`config.mk`:
```
export PLATFORM = sky130hd
export DESIGN_NAME = rcr_core
export DESIGN_NICKNAME = d
export VERILOG_FILES = /design/src/pkg/rcr_pkg.sv /design/src/core/rcr_core.sv
export SDC_FILE = /design/constraint.sdc
export NUM_CORES = 1
export LEC_CHECK = 0
export ABC_AREA = 1
export ABC_CLOCK_PERIOD_IN_PS = 2300
export BUFFER_PORTS_ARGS = -buffer_cell sky130_fd_sc_hd__buf_2
export CORE_MARGIN = 1.5
export CORE_UTILIZATION = 54
export DETAILED_ROUTE_END_ITERATION = 6
export PLACE_DENSITY_LB_ADDON = 0.15
export SLEW_MARGIN = 20
export SYNTH_ARGS = -nofsm -noshare
export SYNTH_HDL_FRONTEND = slang
export SYNTH_SLANG_ARGS = --single-unit
```
`constraint.sdc`:
```
create_clock -name clk_in -period 2.3 [get_ports clk_in]
set_input_delay 0.115 -clock clk_in [delete_from_list [all_inputs] [get_ports clk_in]]
set_output_delay 0.115 -clock clk_in [all_outputs]
set_load 0.01 [all_outputs]
```
`src/pkg/rcr_pkg.sv`:
```
// rcr_pkg: shared constants and carrier types of the return context restore block.
// assumes a 100 MHz core clock, 16-bit data memory stacks and a classic wishbone register bus.
package rcr_pkg;

	// widths
	localparam int ADDR_W = 24;
	localparam int LCTX_W = 8;
	localparam int WORD_W = 16;
	localparam int ACC_W = 40;

	// exit kinds carried by an issued command
	typedef enum logic [1:0] {
		RCR_KIND_NONE = 2'h0,
		RCR_KIND_RET = 2'h1,
		RCR_KIND_CONDITIONAL_SUBROUTINE_EXIT = 2'h2,
		RCR_KIND_INTERRUPT_EXIT = 2'h3
	} rcr_kind_t;

	// condition codes of the conditional exit
	localparam logic [3:0] COND_ALWAYS = 4'h0;
	localparam logic [3:0] COND_ACC_EQ0 = 4'h1;
	localparam logic [3:0] COND_ACC_NE0 = 4'h2;
	localparam logic [3:0] COND_ACC_LT0 = 4'h3;
	localparam logic [3:0] COND_ACC_GE0 = 4'h4;
	localparam logic [3:0] COND_OVF_SET = 4'h5;
	localparam logic [3:0] COND_OVF_CLR = 4'h6;
	localparam logic [3:0] COND_CARRY_SET = 4'h7;
	localparam logic [3:0] COND_CARRY_CLR = 4'h8;
	localparam logic [3:0] COND_TC1_SET = 4'h9;
	localparam logic [3:0] COND_TC1_CLR = 4'ha;
	localparam logic [3:0] COND_TC2_SET = 4'hb;
	localparam logic [3:0] COND_TC2_CLR = 4'hc;

	// register byte offsets
	localparam logic [7:0] OFS_CTRL = 8'h00;
	localparam logic [7:0] OFS_STATE = 8'h04;
	localparam logic [7:0] OFS_FAST_PAIR = 8'h08;
	localparam logic [7:0] OFS_SSP = 8'h0c;
	localparam logic [7:0] OFS_SP = 8'h10;
	localparam logic [7:0] OFS_PC = 8'h14;
	localparam logic [7:0] OFS_ST0_HI = 8'h18;
	localparam logic [7:0] OFS_ST1 = 8'h1c;
	localparam logic [7:0] OFS_ST2 = 8'h20;
	localparam logic [7:0] OFS_DBG = 8'h24;

	// field positions
	localparam int CTRL_FAST_BIT = 0;
	localparam int ST1_WIDE_BIT = 10;
	localparam int ST1_LEGACY_BIT = 5;
	localparam int ST0_HI_W = 7;
	localparam int ST0_HI_LSB = 9;
	localparam int WIDE_SIGN_BIT = 39;
	localparam int NARROW_SIGN_BIT = 31;

	// reset values
	localparam logic [15:0] ST1_RST = 16'h0000;
	localparam logic [15:0] ST2_RST = 16'h0000;
	localparam logic [15:0] DBG_RST = 16'h0000;
	localparam logic [15:0] SP_RST = 16'h0000;
	localparam logic [31:0] PAIR_RST = 32'h0000_0000;

	// issued exit command
	typedef struct packed {
		logic valid;
		rcr_kind_t kind;
		logic [3:0] cond;
		logic repeated;
	} rcr_cmd_t;

	// condition flags from the datapath
	typedef struct packed {
		logic [ACC_W-1:0] acc;
		logic ovf;
		logic carry;
		logic tc1;
		logic tc2;
	} rcr_flags_t;

	// one stack read port request
	typedef struct packed {
		logic rd;
		logic [WORD_W-1:0] addr;
	} rcr_mem_req_t;

endpackage : rcr_pkg

```
`src/core/rcr_core.sv`:
```
// rcr_core: sequences unconditional, conditional and interrupt exits, restoring
// program counter, loop context and, for interrupt exits, debug and status words.
// assumes two stack read ports that hold rdata valid while ack is high, and a wishbone master.
`timescale 1ns/1ps

module rcr_core (
	// clock and reset
	input wire logic clk_in,
	input wire logic rst_n_in,
	// exit commands from decode
	input rcr_pkg::rcr_cmd_t cmd_in,
	output logic cmd_ready_out,
	output logic reject_out,
	output logic done_out,
	output logic taken_out,
	output logic busy_out,
	// condition flags
	input rcr_pkg::rcr_flags_t flags_in,
	// system stack read port
	output rcr_pkg::rcr_mem_req_t sys_req_out,
	input wire logic [15:0] sys_rdata_in,
	input wire logic sys_ack_in,
	// data stack read port
	output rcr_pkg::rcr_mem_req_t dat_req_out,
	input wire logic [15:0] dat_rdata_in,
	input wire logic dat_ack_in,
	// restored context
	output logic [23:0] program_counter_out,
	output logic [7:0] loop_ctx_out,
	output logic [15:0] status_word_one_out,
	output logic [15:0] status_word_two_out,
	output logic [6:0] status_word_zero_hi_out,
	output logic [15:0] debug_state_out,
	// wishbone slave
	input wire logic wb_cyc_in,
	input wire logic wb_stb_in,
	input wire logic wb_we_in,
	input wire logic [7:0] wb_adr_in,
	input wire logic [3:0] wb_sel_in,
	input wire logic [31:0] wb_dat_in,
	output logic [31:0] wb_dat_out,
	output logic wb_ack_out
);

	typedef enum logic [2:0] {
		RCR_IDLE,
		RCR_ADDR,
		RCR_ACCESS,
		RCR_READ,
		RCR_EXEC
	} rcr_state_t;

	rcr_state_t state_q;
	rcr_pkg::rcr_kind_t kind_q;
	logic [3:0] cond_q;
	logic mode_fast_q, fast_mode_q;
	rcr_pkg::rcr_flags_t flags_q;
	logic cond_ok, cond_ok_q;
	logic need_s, need_d, got_s_q, got_d_q, pop_s, pop_d, step;
	logic [15:0] hi_q, lo_q, ssp_q, sp_q, st1_q, st2_q, dbg_q;
	logic [31:0] pair_q, rdat_q, rdat_d;
	logic [23:0] pc_q;
	logic [7:0] lctx_q, wb_ofs;
	logic [6:0] st0_hi_q;
	logic done_q, taken_q, reject_q, ack_q;
	logic wb_req, wb_wr;
	logic wide_cmp, acc_zero, acc_neg;

	// byte-lane merge for register writes
	function automatic logic [31:0] lane_merge(input logic [31:0] old, input logic [31:0] wdat,
		input logic [3:0] sel);
		logic [31:0] res;
		res = old;
		for (int i = 0; i < 4; i++) begin
			if (sel[i]) begin
				res[i*8 +: 8] = wdat[i*8 +: 8];
			end
		end
		return res;
	endfunction : lane_merge

	// handshake outputs
	assign cmd_ready_out = (state_q == RCR_IDLE);
	assign busy_out = (state_q != RCR_IDLE);
	assign done_out = done_q;
	assign taken_out = taken_q;
	assign reject_out = reject_q;
	assign wb_ack_out = ack_q;
	assign wb_dat_out = rdat_q;

	// restored context outputs all come from flip-flops
	assign program_counter_out = pc_q;
	assign loop_ctx_out = lctx_q;
	assign status_word_one_out = st1_q;
	assign status_word_two_out = st2_q;
	assign status_word_zero_hi_out = st0_hi_q;
	assign debug_state_out = dbg_q;

	// flags are registered once, so a flag written this cycle is seen by the test next cycle
	always_ff @(posedge clk_in) begin
		if (!rst_n_in) begin
			flags_q <= '0;
		end else begin
			flags_q <= flags_in;
		end
	end

	// accumulator tests; legacy mode widens the compare to all guard bits
	assign wide_cmp = st1_q[rcr_pkg::ST1_WIDE_BIT] | st1_q[rcr_pkg::ST1_LEGACY_BIT];
	assign acc_zero = wide_cmp ? (flags_q.acc == '0) : (flags_q.acc[rcr_pkg::NARROW_SIGN_BIT:0] == '0);
	assign acc_neg = wide_cmp ? flags_q.acc[rcr_pkg::WIDE_SIGN_BIT] : flags_q.acc[rcr_pkg::NARROW_SIGN_BIT];

	// single condition selected by the command's field
	always_comb begin
		case (cond_q)
			rcr_pkg::COND_ALWAYS: cond_ok = 1'b1;
			rcr_pkg::COND_ACC_EQ0: cond_ok = acc_zero;
			rcr_pkg::COND_ACC_NE0: cond_ok = !acc_zero;
			rcr_pkg::COND_ACC_LT0: cond_ok = acc_neg;
			rcr_pkg::COND_ACC_GE0: cond_ok = !acc_neg;
			rcr_pkg::COND_OVF_SET: cond_ok = flags_q.ovf;
			rcr_pkg::COND_OVF_CLR: cond_ok = !flags_q.ovf;
			rcr_pkg::COND_CARRY_SET: cond_ok = flags_q.carry;
			rcr_pkg::COND_CARRY_CLR: cond_ok = !flags_q.carry;
			rcr_pkg::COND_TC1_SET: cond_ok = flags_q.tc1;
			rcr_pkg::COND_TC1_CLR: cond_ok = !flags_q.tc1;
			rcr_pkg::COND_TC2_SET: cond_ok = flags_q.tc2;
			rcr_pkg::COND_TC2_CLR: cond_ok = !flags_q.tc2;
			default: cond_ok = 1'b0;
		endcase
	end

	// which stack ports pop in the current phase
	always_comb begin
		need_s = 1'b0;
		need_d = 1'b0;
		case (state_q)
			RCR_ADDR: begin
				// slow unconditional and interrupt exits pop the return context here
				need_s = (kind_q != rcr_pkg::RCR_KIND_CONDITIONAL_SUBROUTINE_EXIT) && !mode_fast_q;
				need_d = (kind_q != rcr_pkg::RCR_KIND_CONDITIONAL_SUBROUTINE_EXIT) && !mode_fast_q;
			end
			RCR_ACCESS: begin
				// debug word and status one pop even in fast mode
				need_s = (kind_q == rcr_pkg::RCR_KIND_INTERRUPT_EXIT);
				need_d = (kind_q == rcr_pkg::RCR_KIND_INTERRUPT_EXIT);
			end
			RCR_READ: begin
				need_s = (kind_q == rcr_pkg::RCR_KIND_INTERRUPT_EXIT) ||
					((kind_q == rcr_pkg::RCR_KIND_CONDITIONAL_SUBROUTINE_EXIT) && cond_ok && !mode_fast_q);
				need_d = (kind_q == rcr_pkg::RCR_KIND_INTERRUPT_EXIT) ||
					((kind_q == rcr_pkg::RCR_KIND_CONDITIONAL_SUBROUTINE_EXIT) && cond_ok && !mode_fast_q);
			end
			default: need_s = 1'b0;
		endcase
	end

	// a port that already answered in this phase is not asked again
	assign sys_req_out.rd = need_s && !got_s_q;
	assign sys_req_out.addr = ssp_q;
	assign dat_req_out.rd = need_d && !got_d_q;
	assign dat_req_out.addr = sp_q;
	assign pop_s = sys_req_out.rd && sys_ack_in;
	assign pop_d = dat_req_out.rd && dat_ack_in;

	// a phase ends when both ports are served; slow memory stretches it
	assign step = (!need_s || got_s_q || sys_ack_in) && (!need_d || got_d_q || dat_ack_in);

	// phase sequencer: decode, address, access, read, execute
	always_ff @(posedge clk_in) begin
		if (!rst_n_in) begin
			state_q <= RCR_IDLE;
			kind_q <= rcr_pkg::RCR_KIND_NONE;
			cond_q <= rcr_pkg::COND_ALWAYS;
			mode_fast_q <= 1'b0;
			cond_ok_q <= 1'b0;
		end else begin
			case (state_q)
				RCR_IDLE: begin
					// repeated or empty commands are never started
					if (cmd_in.valid && !cmd_in.repeated && cmd_in.kind != rcr_pkg::RCR_KIND_NONE) begin
						state_q <= RCR_ADDR;
						kind_q <= cmd_in.kind;
						cond_q <= cmd_in.cond;
						mode_fast_q <= fast_mode_q; // mode held for the whole exit
					end
				end
				RCR_ADDR: begin
					if (step) begin
						state_q <= RCR_ACCESS;
					end
				end
				RCR_ACCESS: begin
					if (step) begin
						state_q <= RCR_READ;
					end
				end
				RCR_READ: begin
					if (step) begin
						state_q <= RCR_EXEC;
						cond_ok_q <= (kind_q != rcr_pkg::RCR_KIND_CONDITIONAL_SUBROUTINE_EXIT) || cond_ok;
					end
				end
				RCR_EXEC: begin
					state_q <= RCR_IDLE;
				end
				default: begin
					state_q <= RCR_IDLE;
				end
			endcase
		end
	end

	// per-phase answered marks, cleared when the phase moves on
	always_ff @(posedge clk_in) begin
		if (!rst_n_in) begin
			got_s_q <= 1'b0;
			got_d_q <= 1'b0;
		end else if (step) begin
			got_s_q <= 1'b0;
			got_d_q <= 1'b0;
		end else begin
			got_s_q <= got_s_q | pop_s;
			got_d_q <= got_d_q | pop_d;
		end
	end

	// return context words: address phase pops, or the read phase pops of a conditional exit
	always_ff @(posedge clk_in) begin
		if (!rst_n_in) begin
			hi_q <= '0;
			lo_q <= '0;
		end else begin
			if (pop_s && (state_q == RCR_ADDR || kind_q == rcr_pkg::RCR_KIND_CONDITIONAL_SUBROUTINE_EXIT)) begin
				hi_q <= sys_rdata_in;
			end
			if (pop_d && (state_q == RCR_ADDR || kind_q == rcr_pkg::RCR_KIND_CONDITIONAL_SUBROUTINE_EXIT)) begin
				lo_q <= dat_rdata_in;
			end
		end
	end

	// stack pointers: each pop steps its pointer by one word in the phase it happens;
	// the sequencer wins over a software write in the same cycle
	always_ff @(posedge clk_in) begin
		if (!rst_n_in) begin
			ssp_q <= rcr_pkg::SP_RST;
			sp_q <= rcr_pkg::SP_RST;
		end else begin
			if (pop_s) begin
				ssp_q <= ssp_q + 16'h0001;
			end else if (wb_wr && wb_ofs == rcr_pkg::OFS_SSP) begin
				ssp_q <= 16'(lane_merge({16'h0000, ssp_q}, wb_dat_in, wb_sel_in));
			end
			if (pop_d) begin
				sp_q <= sp_q + 16'h0001;
			end else if (wb_wr && wb_ofs == rcr_pkg::OFS_SP) begin
				sp_q <= 16'(lane_merge({16'h0000, sp_q}, wb_dat_in, wb_sel_in));
			end
		end
	end

	// program counter and loop context, loaded only by a taken exit
	always_ff @(posedge clk_in) begin
		if (!rst_n_in) begin
			pc_q <= '0;
			lctx_q <= '0;
		end else if (state_q == RCR_EXEC && cond_ok_q) begin
			if (mode_fast_q) begin
				pc_q <= pair_q[rcr_pkg::ADDR_W-1:0];
				lctx_q <= pair_q[31:rcr_pkg::ADDR_W];
			end else begin
				pc_q <= {hi_q[7:0], lo_q};
				lctx_q <= hi_q[15:8];
			end
		end
	end

	// processor registers restored by the interrupt exit, otherwise software-written
	always_ff @(posedge clk_in) begin
		if (!rst_n_in) begin
			dbg_q <= rcr_pkg::DBG_RST;
			st1_q <= rcr_pkg::ST1_RST;
			st0_hi_q <= '0;
			st2_q <= rcr_pkg::ST2_RST;
		end else begin
			if (pop_s && state_q == RCR_ACCESS) begin
				dbg_q <= sys_rdata_in;
			end else if (wb_wr && wb_ofs == rcr_pkg::OFS_DBG) begin
				dbg_q <= 16'(lane_merge({16'h0000, dbg_q}, wb_dat_in, wb_sel_in));
			end
			if (pop_d && state_q == RCR_ACCESS) begin
				st1_q <= dat_rdata_in;
			end else if (wb_wr && wb_ofs == rcr_pkg::OFS_ST1) begin
				st1_q <= 16'(lane_merge({16'h0000, st1_q}, wb_dat_in, wb_sel_in));
			end
			if (pop_s && state_q == RCR_READ && kind_q == rcr_pkg::RCR_KIND_INTERRUPT_EXIT) begin
				st0_hi_q <= sys_rdata_in[15:rcr_pkg::ST0_HI_LSB];
			end else if (wb_wr && wb_ofs == rcr_pkg::OFS_ST0_HI && wb_sel_in[1]) begin
				st0_hi_q <= wb_dat_in[15:rcr_pkg::ST0_HI_LSB];
			end
			if (pop_d && state_q == RCR_READ && kind_q == rcr_pkg::RCR_KIND_INTERRUPT_EXIT) begin
				st2_q <= dat_rdata_in;
			end else if (wb_wr && wb_ofs == rcr_pkg::OFS_ST2) begin
				st2_q <= 16'(lane_merge({16'h0000, st2_q}, wb_dat_in, wb_sel_in));
			end
		end
	end

	// completion and refusal pulses
	always_ff @(posedge clk_in) begin
		if (!rst_n_in) begin
			done_q <= 1'b0;
			taken_q <= 1'b0;
			reject_q <= 1'b0;
		end else begin
			done_q <= (state_q == RCR_EXEC);
			if (state_q == RCR_EXEC) begin
				taken_q <= cond_ok_q;
			end
			reject_q <= (state_q == RCR_IDLE) && cmd_in.valid && cmd_in.repeated;
		end
	end

	// wishbone decode; ack comes one cycle after the strobe and drops the next cycle
	assign wb_req = wb_cyc_in && wb_stb_in && !ack_q;
	assign wb_wr = wb_req && wb_we_in;
	assign wb_ofs = {wb_adr_in[7:2], 2'b00};

	// control and the fast pair; the pair only takes a full-word write so both halves move together
	always_ff @(posedge clk_in) begin
		if (!rst_n_in) begin
			fast_mode_q <= 1'b0;
			pair_q <= rcr_pkg::PAIR_RST;
		end else if (wb_wr) begin
			if (wb_ofs == rcr_pkg::OFS_CTRL && wb_sel_in[0]) begin
				fast_mode_q <= wb_dat_in[rcr_pkg::CTRL_FAST_BIT];
			end
			if (wb_ofs == rcr_pkg::OFS_FAST_PAIR && wb_sel_in == 4'hf) begin
				pair_q <= wb_dat_in;
			end
		end
	end

	// read mux; unmapped offsets read zero and still acknowledge
	always_comb begin
		rdat_d = 32'h0000_0000;
		case (wb_ofs)
			rcr_pkg::OFS_CTRL: rdat_d[rcr_pkg::CTRL_FAST_BIT] = fast_mode_q;
			rcr_pkg::OFS_STATE: rdat_d = {28'h0000000, taken_q, busy_out, mode_fast_q, cond_ok_q};
			rcr_pkg::OFS_FAST_PAIR: rdat_d = pair_q;
			rcr_pkg::OFS_SSP: rdat_d = {16'h0000, ssp_q};
			rcr_pkg::OFS_SP: rdat_d = {16'h0000, sp_q};
			rcr_pkg::OFS_PC: rdat_d = {lctx_q, pc_q};
			rcr_pkg::OFS_ST0_HI: rdat_d = {16'h0000, st0_hi_q, 9'h000};
			rcr_pkg::OFS_ST1: rdat_d = {16'h0000, st1_q};
			rcr_pkg::OFS_ST2: rdat_d = {16'h0000, st2_q};
			rcr_pkg::OFS_DBG: rdat_d = {16'h0000, dbg_q};
			default: rdat_d = 32'h0000_0000;
		endcase
	end

	// registered answer
	always_ff @(posedge clk_in) begin
		if (!rst_n_in) begin
			ack_q <= 1'b0;
			rdat_q <= '0;
		end else begin
			ack_q <= wb_req;
			if (wb_req && !wb_we_in) begin
				rdat_q <= rdat_d;
			end
		end
	end

endmodule : rcr_core

```
# [Yosys cells after proc, flatten, opt, wreduce, memory -nomap -nowiden]
# Index checks and enable logic that the tools add are counted.
[word_totals] rom_bits=0 reg_bits=277 word_cells=193 latchBits=0 n_memories=0 mem_bits_rw=0
[op_classes] mul=0 eq_ne=33 n_mux=27 shift=0 order_cmp=0 n_reduce_logical=93 div=0 n_addsub=2 bitwise_logic=4
[op_table] operator="$pmux 31 s9" n=1
[op_table] operator="$mux 16" n=10
[op_table] operator="$logic_not 40->1" n=1
[op_table] operator="$logic_and 1x1->1" n=34
[op_table] operator="$reduce_bool 2->1" n=17
[op_table] operator="$add 16x1->16 const B" n=2
[op_table] operator="$logic_not 32->1" n=1
[op_table] operator="$reduce_and 2->1" n=14
[op_table] operator="$eq 4x4->1 const B" n=6
[op_table] operator="$eq 6x3->1 const B" n=4
[op_table] operator="$mux 24" n=1
[op_table] operator="$mux 8" n=3
[op_table] operator="$eq 4x3->1 const B" n=4
[op_table] operator="$mux 7" n=2
[op_table] operator="$logic_not 1->1" n=13
[op_table] operator="$pmux 1 s13" n=1
[op_table] operator="$eq 6x2->1 const B" n=2
[op_table] operator="$eq 6x4->1 const B" n=2
[op_table] operator="$mux 3" n=4
[op_table] operator="$pmux 3 s4" n=1
[op_table] operator="$pmux 1 s9" n=1
[op_table] operator="$eq 4x2->1 const B" n=2
[op_table] operator="$logic_not 8->1" n=1
[op_table] operator="$ne 2x2->1 const B" n=4
[op_table] operator="17 further kinds" n=28

# [Depth between registers and ports, before layout]
# Gate-level depths: netlist of run 1.
[depth] ltp_word=14 depth_mapped=17 ltp_nobuf=16

# [Least setup slack after synthesis of run 1]
# Ideal clock, no wire load.
[synth_timing] path_kind="register to register" start="register sp_q[1]" end="register sp_q[14]" required_time_ns=2.168 stages_incl_launch_ff=11 setup_time_ns=0.132 path_slack_ns=0.369 arrival_ns=1.798 n_path_buf=0 cell_sequence="dfxtp_1 -> ha_1 -> nand3_1 -> nor3_1 -> nand2_1 -> nor3b_1 -> nand2_1 -> nor2_1 -> xor2_1 -> o21ai_0 -> a21oi_1"
[synth_via] elab_chain_len=2
[synth_rtl] item="start: declaration" line_no="rcr_core.sv:60" rtl="logic [15:0] hi_q, lo_q, ssp_q, sp_q, st1_q, st2_q, dbg_q;"
[synth_rtl] item="start signal: assignment" line_no="rcr_core.sv:248" rtl="sp_q <= rcr_pkg::SP_RST;"
[synth_rtl] item="start signal: assignment" line_no="rcr_core.sv:256" rtl="sp_q <= sp_q + 16'h0001;"
[synth_rtl] item="start signal: assignment" line_no="rcr_core.sv:258" rtl="sp_q <= 16'(lane_merge({16'h0000, sp_q}, wb_dat_in, wb_sel_in));"
[synth_rtl] item="$add 16x1->16" line_no="rcr_core.sv:256"
[synth_rtl] item="$mux 16" line_no="rcr_core.sv:255" rtl="if (pop_d) begin"
# No other way between the ends.
# A chain may end at the register's enable or synchronous reset.

# [Worst setup path in the final report of run 1]
[layout_timing] start="register flags_q[21] (netlist name)" end="register st1_q[4] (netlist: status_word_one_out[4])"
[layout_via] elab_chain_len=13
[layout_rtl] item="start: declaration" line_no="rcr_core.sv:57" rtl="rcr_pkg::rcr_flags_t flags_q;"
[layout_rtl] item="start signal: assignment" line_no="rcr_core.sv:104" rtl="flags_q <= flags_in;"
[layout_rtl] item="$logic_not 40->1 or $logic_not 32->1 (tied branches)" line_no="rcr_core.sv:110" rtl="assign acc_zero = wide_cmp ? (flags_q.acc == '0) : (flags_q.acc[rcr_pkg::NARROW_SIGN_BIT:0] == '0);"
[layout_rtl] item="$mux 1 *" line_no="rcr_core.sv:110"
[layout_rtl] item="$logic_not 1->1" line_no="rcr_core.sv:118" rtl="rcr_pkg::COND_ACC_NE0: cond_ok = !acc_zero;"
[layout_rtl] item="$pmux 1 s13 *" line_no="rcr_core.sv:115" rtl="case (cond_q)"
[layout_rtl] item="$logic_and 1x1->1 * (2 in a row)" line_no="rcr_core.sv:152" rtl="((kind_q == rcr_pkg::RCR_KIND_CONDITIONAL_SUBROUTINE_EXIT) && cond_ok && !mode_fast_q);"
[layout_rtl] item="$logic_or 1x1->1 *" line_no="rcr_core.sv:151" rtl="need_d = (kind_q == rcr_pkg::RCR_KIND_INTERRUPT_EXIT) ||"
[layout_rtl] item="$pmux 1 s3 *" line_no="rcr_core.sv:137" rtl="case (state_q)"
[layout_rtl] item="$logic_and 1x1->1 *" line_no="rcr_core.sv:161" rtl="assign dat_req_out.rd = need_d && !got_d_q;"
[layout_rtl] item="$logic_and 1x1->1 *" line_no="rcr_core.sv:164" rtl="assign pop_d = dat_req_out.rd && dat_ack_in;"
[layout_rtl] item="$logic_and 1x1->1 *" line_no="rcr_core.sv:292" rtl="if (pop_d && state_q == RCR_ACCESS) begin"
[layout_rtl] item="$reduce_bool 2->1 (no source line)"
[layout_rtl] item="$reduce_and 2->1 (no source line)"
[layout_rtl] item="end signal: assignment" line_no="rcr_core.sv:283" rtl="st1_q <= rcr_pkg::ST1_RST;"
[layout_rtl] item="end signal: assignment" line_no="rcr_core.sv:293" rtl="st1_q <= dat_rdata_in;"
[layout_rtl] item="end signal: assignment" line_no="rcr_core.sv:295" rtl="st1_q <= 16'(lane_merge({16'h0000, st1_q}, wb_dat_in, wb_sel_in));"
[layout_rtl] item="end: declaration" line_no="rcr_core.sv:60"
# Mark *: on every way between the ends. The rest lies on a longest branch, timed or not.

==> results of run 1 <==
[state kept, by name, indices dropped and copies added, names as in the netlist, 2 cells and up]
register                 count
pair_q                      32
state_q                      3
program_counter_out         24
hi_q                        16
status_word_one_out         16
status_word_two_out         16
sp_q                        16
debug_state_out             16
wb_dat_out                  32
status_word_zero_hi_out      7
lo_q                        16
flags_q                     44
cond_q                       4
loop_ctx_out                 8
kind_q                       2
ssp_q                       16
[kinds of logic after synthesis]
group	after synthesis	synth area share
buffers and inverters	332	0.101
muxes	4	0.00311
DFF	277	0.430
AOI/OAI and AO/OA	447	0.195
adders and majority gates	2	0.00194
and+or+nand+nor	751	0.250
xor gates and xnor gates	27	0.0184
[per-stage QoR]
stage,total power [mW],utilization,setup slack (ns),hold WS [ns]
finish,12.9,0.781,-0.316,0.0504
global route,13.3,0.780,-0.366,0.0480
CTS,12.2,0.733,-0.0987,0.0136
detailed placement,7.24,0.637,0.0134,0.299
global placement,7.19,0.637,0.0338,0.295
floorplan,6.46,-,0.369,0.213
[synth_stat cells (all sizes together)]
library cell and instances:
nand2 375, a22oi 21, nand3 94, mux2i 4
xor2 22, dfxtp 277, clkinv 1, nor3b 2
a211oi 47, o211ai 7, o221ai 1, a21oi 172
nand4 36, xnor2 5, o21ai 173, a2111oi 1
a221oi 11, clkbuf 67, nand3b 1, o31ai 1
ha 2, o2111ai 3, buf 33, o22ai 9
inv 231, nor4 18, nor2 205, nor3 20
a311oi 1
[report_power, final]
group	switching, mW	leakage (nW)	internal [mW]
combinational	1.60	5.55	1.10
clock	1.96	0.484	2.86
sequential	0.303	2.25	5.05
total	3.86	8.28	9.01
[worst max-delay path, stage by stage, from the launching register on]
cell and delay [ns]:
dfxtp_1 0.32, nor2_2 0.15, nand2_2 0.10, nor2_2 0.11, nand2_1 0.09, nor2_2 0.15, buf_6 0.13, nand2_2 0.04
nand2_2 0.07, nand3_2 0.09, nand2_4 0.10, nand2_4 0.07, buf_6 0.14, nand2_8 0.09, buf_6 0.11, nand4_4 0.12
buf_12 0.20, buf_12 0.13, nand3_2 0.06, nand3_2 0.08, nand2_1 0.08, inv_1 0.07
[area by class of cell]
cell class / count / area [sq um] / area share
clock inverters: 10 / 129 / 0.00703
clock buffers: 41 / 841 / 0.0459
multi-input cells: 1232 / 6740 / 0.368
inverters: 232 / 901 / 0.0492
diodes: 3 / 7.51 / 0.000410
repair buffers: 506 / 3760 / 0.205
well taps: 319 / 399 / 0.0218
flip-flops and latches: 277 / 5550 / 0.303
[final timing paths]
kind / startpoint / end / slack [ns]
worst max register to register: flags_q[21] / status_word_one_out[4] / -0.32
worst min register to register: wb_dat_out[18] / wb_dat_out[18] / 0.46
worst max-delay path: flags_q[21] / status_word_one_out[4] / -0.32
worst min-delay path: wb_dat_in[1] / sp_q[1] / 0.05
[per-layer routing]
metal  vias to the layer above  GRT usage
li1                       6956          -
met5                         -          0
met1                      7076      0.482
met3                       275     0.0887
met2                      1117      0.620
met4                         4      0.221
[what timing repair did]
item,4_1_cts,5_1_grt
cloned,0,13
endpoints found under the hold margin,142,0
resized for setup,16,241
setup endpoints to repair,7,127
hold buffers,117,0
pin swaps,12,55
setup buffers,4,15
==> qor.csv, run 1 <==
stage,metric,value,unit
global_route,antenna_found_initial,6,
logic_synthesis,synth-seq-area-share,0.430,
timing,finalCritPeriodShare,1.14,
power_and_ir_drop,leakagePower,8.28,nW
logic_synthesis,syn_inst,1840,
timing,drv_slew,0,
finish,layout.nets,2415,
drt,ant_nets,0,
drt,drc,0,
floorplan,io_pins,294,
timing,relSlewSlack,0.452,
floorplan,core_area,23500,sq um
cts,cts_buffers,29,
cts,clockBufferDepth,3,
logic_synthesis,syn_area,12900,sq um
power_and_ir_drop,vdd_ir_drop_max,0.593,mV
logic_synthesis,synth_seq_cells,277,
critical_path,arrival,3.06,ns
floorplan,initial_utilization,0.549,
job,max-cap-violations,0,
critical_path,cp-end-kind,flip-flop,
cts,cts_tree,built,
logic_synthesis,synth_area_leader_cell,dfxtp_1,
timing,skew,0.0147,ns
drt,wl_per_cell,20.3,um
logic_synthesis,synth_top_area_frac,0.430,
finish,drive_above_1_share,0.272,
timing,worst_pin_slew,0.818,ns
critical_path,path_class,flip-flop to flip-flop,
place,postPlaceCellArea,15000,sq um
cts,root_buffer,clkbuf_16,
cts,htreeDepth,1,
global_route,grt_max_degree,153,
timing,timing.fmax,0.382,GHz
drt,wl_met3,6520,um
logic_synthesis,ys_warn_count,0,
power_and_ir_drop,p_per_area,703,nW/um^2
place,place_congestion,1.02,
min_path,worstHoldPathType,input port to flip-flop,
timing,finalSetupViolations,121,
drt,m1WireLength,19200,um
min_path,min_delay_path_depth,5,
finish,fill_cells,1649,
finish,stdcell_count,2620,
finish,final_cell_mix,"344 x nand2_1, 288 x buf_2, 274 x dfxtp_1",
global_route,grt_pass1_vias,13700,
outcome,outcome,finished with violations,
drt,vias,15400,
floorplan,core.rowCount,56,
cts,clock_sinks,277,
place,post-place-cells,2417,
outcome,failed_checks,negative setup slack,
drt,drtIter0Drc,1863,
place,dp_hpwl,34000,um
critical_path,rr_worst_depth,21,
drt,routed_wl,53200,um
global_route,grt_pass1_wl,73900,um
finish,design_area,18300,sq um
finish,final_common_cell,nand2_1,
floorplan,die_area,24800,sq um
logic_synthesis,synth_nets,1977,
global_route,overflow,0,
cts,clkTransAtPathRegs,0.06,ns
logic_synthesis,yosysUniqueCellTypes,44,
timing,hold_violations,0,
drt,first_pass_iters,7,
drt,via_per_inst,5.89,
finish,synthToLayoutAreaGrowth,42.2,%
floorplan,fp.dieW,157,um
place,portBuffers,291,
critical_path,crit_fanout,7,
timing,setup_tns,-22.36,ns
timing,setup_slack,-0.316,ns
logic_synthesis,synth_area_leaders,"dfxtp_1 43%, nand2_1 11%, a21oi_1 6.6%",
global_route,track_usage,0.388,
logic_synthesis,syn_area_per_cell,7.00,sq um
drt,wl_met2,23700,um
critical_path,cp_data_required_time,2.74,ns
floorplan,chipHeight,157,um
cts,clk_latency,0.56,ns
timing,layout_min_cycle_time,2.62,ns
critical_path,start_kind,flip-flop,
timing,rsz0062_at_grt,true,
drt,top_layer_used,met5,
No activity file was read; power rests on OpenSTA's default activity.
==> run 2, diff against run 1 <==
Settings changed: CELL_PAD_IN_SITES_DETAIL_PLACEMENT set to 1, CELL_PAD_IN_SITES_GLOBAL_PLACEMENT set to 2, CORE_UTILIZATION 54 to 30.
==> qor.csv, run 2 (synthesis gave the netlist of run 1 again) <==
stage,metric,value,unit,change
outcome,outcome,finished with violations,,unchanged
outcome,failed_checks,negative setup slack,,unchanged
global_route,grt_max_degree,153,,unchanged
critical_path,start_kind,flip-flop,,unchanged
power_and_ir_drop,intPower,9.37,mW,was 9.01 mW
floorplan,fp.dieW,210,um,was 157 um
drt,routed_wl,64100,um,was 53200 um
min_path,worstHoldPathType,input port to flip-flop,,unchanged
critical_path,arrival,2.27,ns,was 3.06 ns
finish,synthToLayoutAreaGrowth,44.0,%,was 42.2%
critical_path,cp-end-kind,output port,,was flip-flop
min_path,min_delay_path_depth,5,,unchanged
place,portBuffers,291,,unchanged
cts,clockBufferDepth,3,,unchanged
timing,relSlewSlack,0.318,,was 0.452
critical_path,reg2reg_slack,-0.05,ns,was -0.32 ns
drt,drc,0,,unchanged
finish,final_common_cell,nand2_1,,unchanged
cts,clkTransAtPathRegs,0.06,ns,about the same
timing,worst_pin_slew,1.02,ns,was 0.818 ns
finish,final_cell_mix,"353 x nand2_1, 288 x buf_2, 274 x dfxtp_1",,"was 344 x nand2_1, 288 x buf_2, 274 x dfxtp_1"
timing,hold_violations,0,,unchanged
power_and_ir_drop,p_comb_frac,0.205,,was 0.209
timing,setup_slack,-0.0870,ns,was -0.316 ns
cts,cts_tree,built,,unchanged
power_and_ir_drop,pwr-share-seq,0.394,,was 0.416
job,max-cap-violations,0,,unchanged
floorplan,core.rowCount,75,,was 56
timing,setup_tns,-0.476,ns,was -22.36 ns
finish,top_register,flags_q,,unchanged
place,dpl_worst_slack,-0.0508,ns,was 0.0134 ns
finish,design_area,18600,sq um,was 18300 sq um
floorplan,initial_utilization,0.306,,was 0.549
cts,clock_sinks,277,,unchanged
critical_path,crit_fanout,2,,was 7
place,dp_hpwl,45400,um,was 34000 um
global_route,overflow,0,,unchanged
drt,ant_nets,0,,unchanged
drt,first_pass_iters,5,,was 7
power_and_ir_drop,p_per_area,730,nW/um^2,was 703 nW/um^2
critical_path,r2r_end,lo_q[3],,was status_word_one_out[4]
drt,vias,14900,,was 15400
min_path,hold_path_end,status_word_two_out[3],,was sp_q[1]
drt,wl_per_cell,22.4,um,was 20.3 um
floorplan,core_area,42100,sq um,was 23500 sq um
finish,drive_above_1_share,0.250,,was 0.272
cts,cts_buffers,35,,was 29
power_and_ir_drop,switching_share,0.308,,was 0.300
place,place_congestion,0.909,,was 1.02
global_route,grt_pass1_vias,14800,,was 13700
min_path,min_from,wb_dat_in[3],,was wb_dat_in[1]
floorplan,chipHeight,210,um,was 157 um
global_route,grt_pass1_wl,91200,um,was 73900 um
critical_path,path_class,flip-flop to output port,,was flip-flop to flip-flop
timing,skew,0.0178,ns,was 0.0147 ns
floorplan,io_pins,294,,unchanged
critical_path,r2r_start,flags_q[10],,was flags_q[21]
power_and_ir_drop,vdd_ir_drop_max,0.366,mV,was 0.593 mV
drt,drtIter0Drc,1067,,was 1863
critical_path,rr_worst_depth,16,,was 21
timing,finalCritPeriodShare,1.04,,was 1.14
timing,drv_slew,0,,unchanged
power_and_ir_drop,leakagePower,8.41,nW,was 8.28 nW
cts,htreeDepth,2,,was 1
global_route,antenna_found_initial,5,,was 6
cts,clk_latency,0.55,ns,was 0.56 ns
timing,layout_min_cycle_time,2.39,ns,was 2.62 ns
timing,rsz0062_at_grt,true,,unchanged
global_route,track_usage,0.275,,was 0.388
critical_path,cp_data_required_time,2.18,ns,was 2.74 ns
floorplan,die_area,44200,sq um,was 24800 sq um
drt,via_per_inst,5.19,,was 5.89
finish,layout.nets,2443,,was 2415
power_and_ir_drop,switching_power,4.17,mW,was 3.86 mW
place,postPlaceCellArea,15400,sq um,was 15000 sq um
cts,root_buffer,clkbuf_16,,unchanged
timing,timing.fmax,0.419,GHz,was 0.382 GHz
power_and_ir_drop,power_frac_clock,0.401,,was 0.375
finish,largest_reg_flops,44,,unchanged
timing,fin_hold_ws,0.0245,ns,was 0.0504 ns
timing,finalSetupViolations,13,,was 121
==> run 2: cell count changes in the layout (fill, tap and decap cells not counted), sizes merged <==
cell	change
buf	+23
bufinv	-1
inv	+2
diode	-2
clkinv	-5
clkbuf	+9
==> run 2: cell type report <==
type	count	area, sq um
repair buffers	528	3920
fillers	5309	23600
clock buffers	51	996
clock inverters	6	83.8
inverters	232	892
well taps	539	674
diodes	1	2.50
multi-input cells	1232	6440
flip-flops and latches	277	5550
==> run 2: routing by layer <==
layer / track usage / vias up / share of wire
met3: 0.0568 / 103 / 0.072
met1: 0.374 / 7235 / 0.45
met5: 0 / - / 0.00020
met4: 0.0901 / 2 / 0.028
met2: 0.434 / 501 / 0.45
li1: - / 7025 / -
==> run 2: worst max path at each step <==
stage                           start                endpoint  cells past startpoint
after floorplan               sp_q[1]                sp_q[14]                     10
after global placement    flags_q[10]  status_word_two_out[9]                     17
after detailed placement   flags_q[6]  status_word_two_out[9]                     17
after CTS                 flags_q[28]         dat_req_out[16]                     14
after global routing      flags_q[10]         sys_req_out[16]                     14
final                     flags_q[10]         sys_req_out[16]                     14
==> run 2: through the flow <==
| stage | total power, mW | cells | utilization |
|---|---|---|---|
| after floorplan | 6.46 | 1840 | - |
| after global placement | 7.43 | 2660 | 0.366 |
| after detailed placement | 7.47 | 2660 | 0.366 |
| after CTS | 13.1 | 2837 | 0.421 |
| after global routing | 14.1 | 2865 | 0.440 |
| final | 13.5 | 2866 | 0.440 |
==> run 2: what timing repair did <==
item,in CTS,in global routing
gates resized for setup,10,163
hold buffers,117,0
cloned,0,11
pin swaps,6,32
buffers inserted,3,18
setup endpoints to repair,15,114
hold endpoints to repair,139,0
==> run 2: worst max-delay path, cell delays in order, from the launching register on <==
cell and delay (ns):
dfxtp_1 0.33, nor2_1 0.12, nand2_1 0.09, nor2_2 0.14, nand2_1 0.08, nor2_2 0.11, nand2_1 0.06, nand2_1 0.06
nand3_1 0.07, nand2_2 0.10, nand2_4 0.08, buf_6 0.14, a21oi_2 0.12, buf_4 0.14, buf_6 0.10
==> run 2: power by group through the flow <==
stage          registers (mW)  clock network (mW)  logic, mW
5_1_grt                  5.37                5.73       2.97
2_1_floorplan            5.40                   0       1.06
4_1_cts                  5.32                5.52       2.27
6_report                 5.34                5.43       2.78
3_3_place_gp             5.42                   0       2.01
3_5_place_dp             5.42                   0       2.04
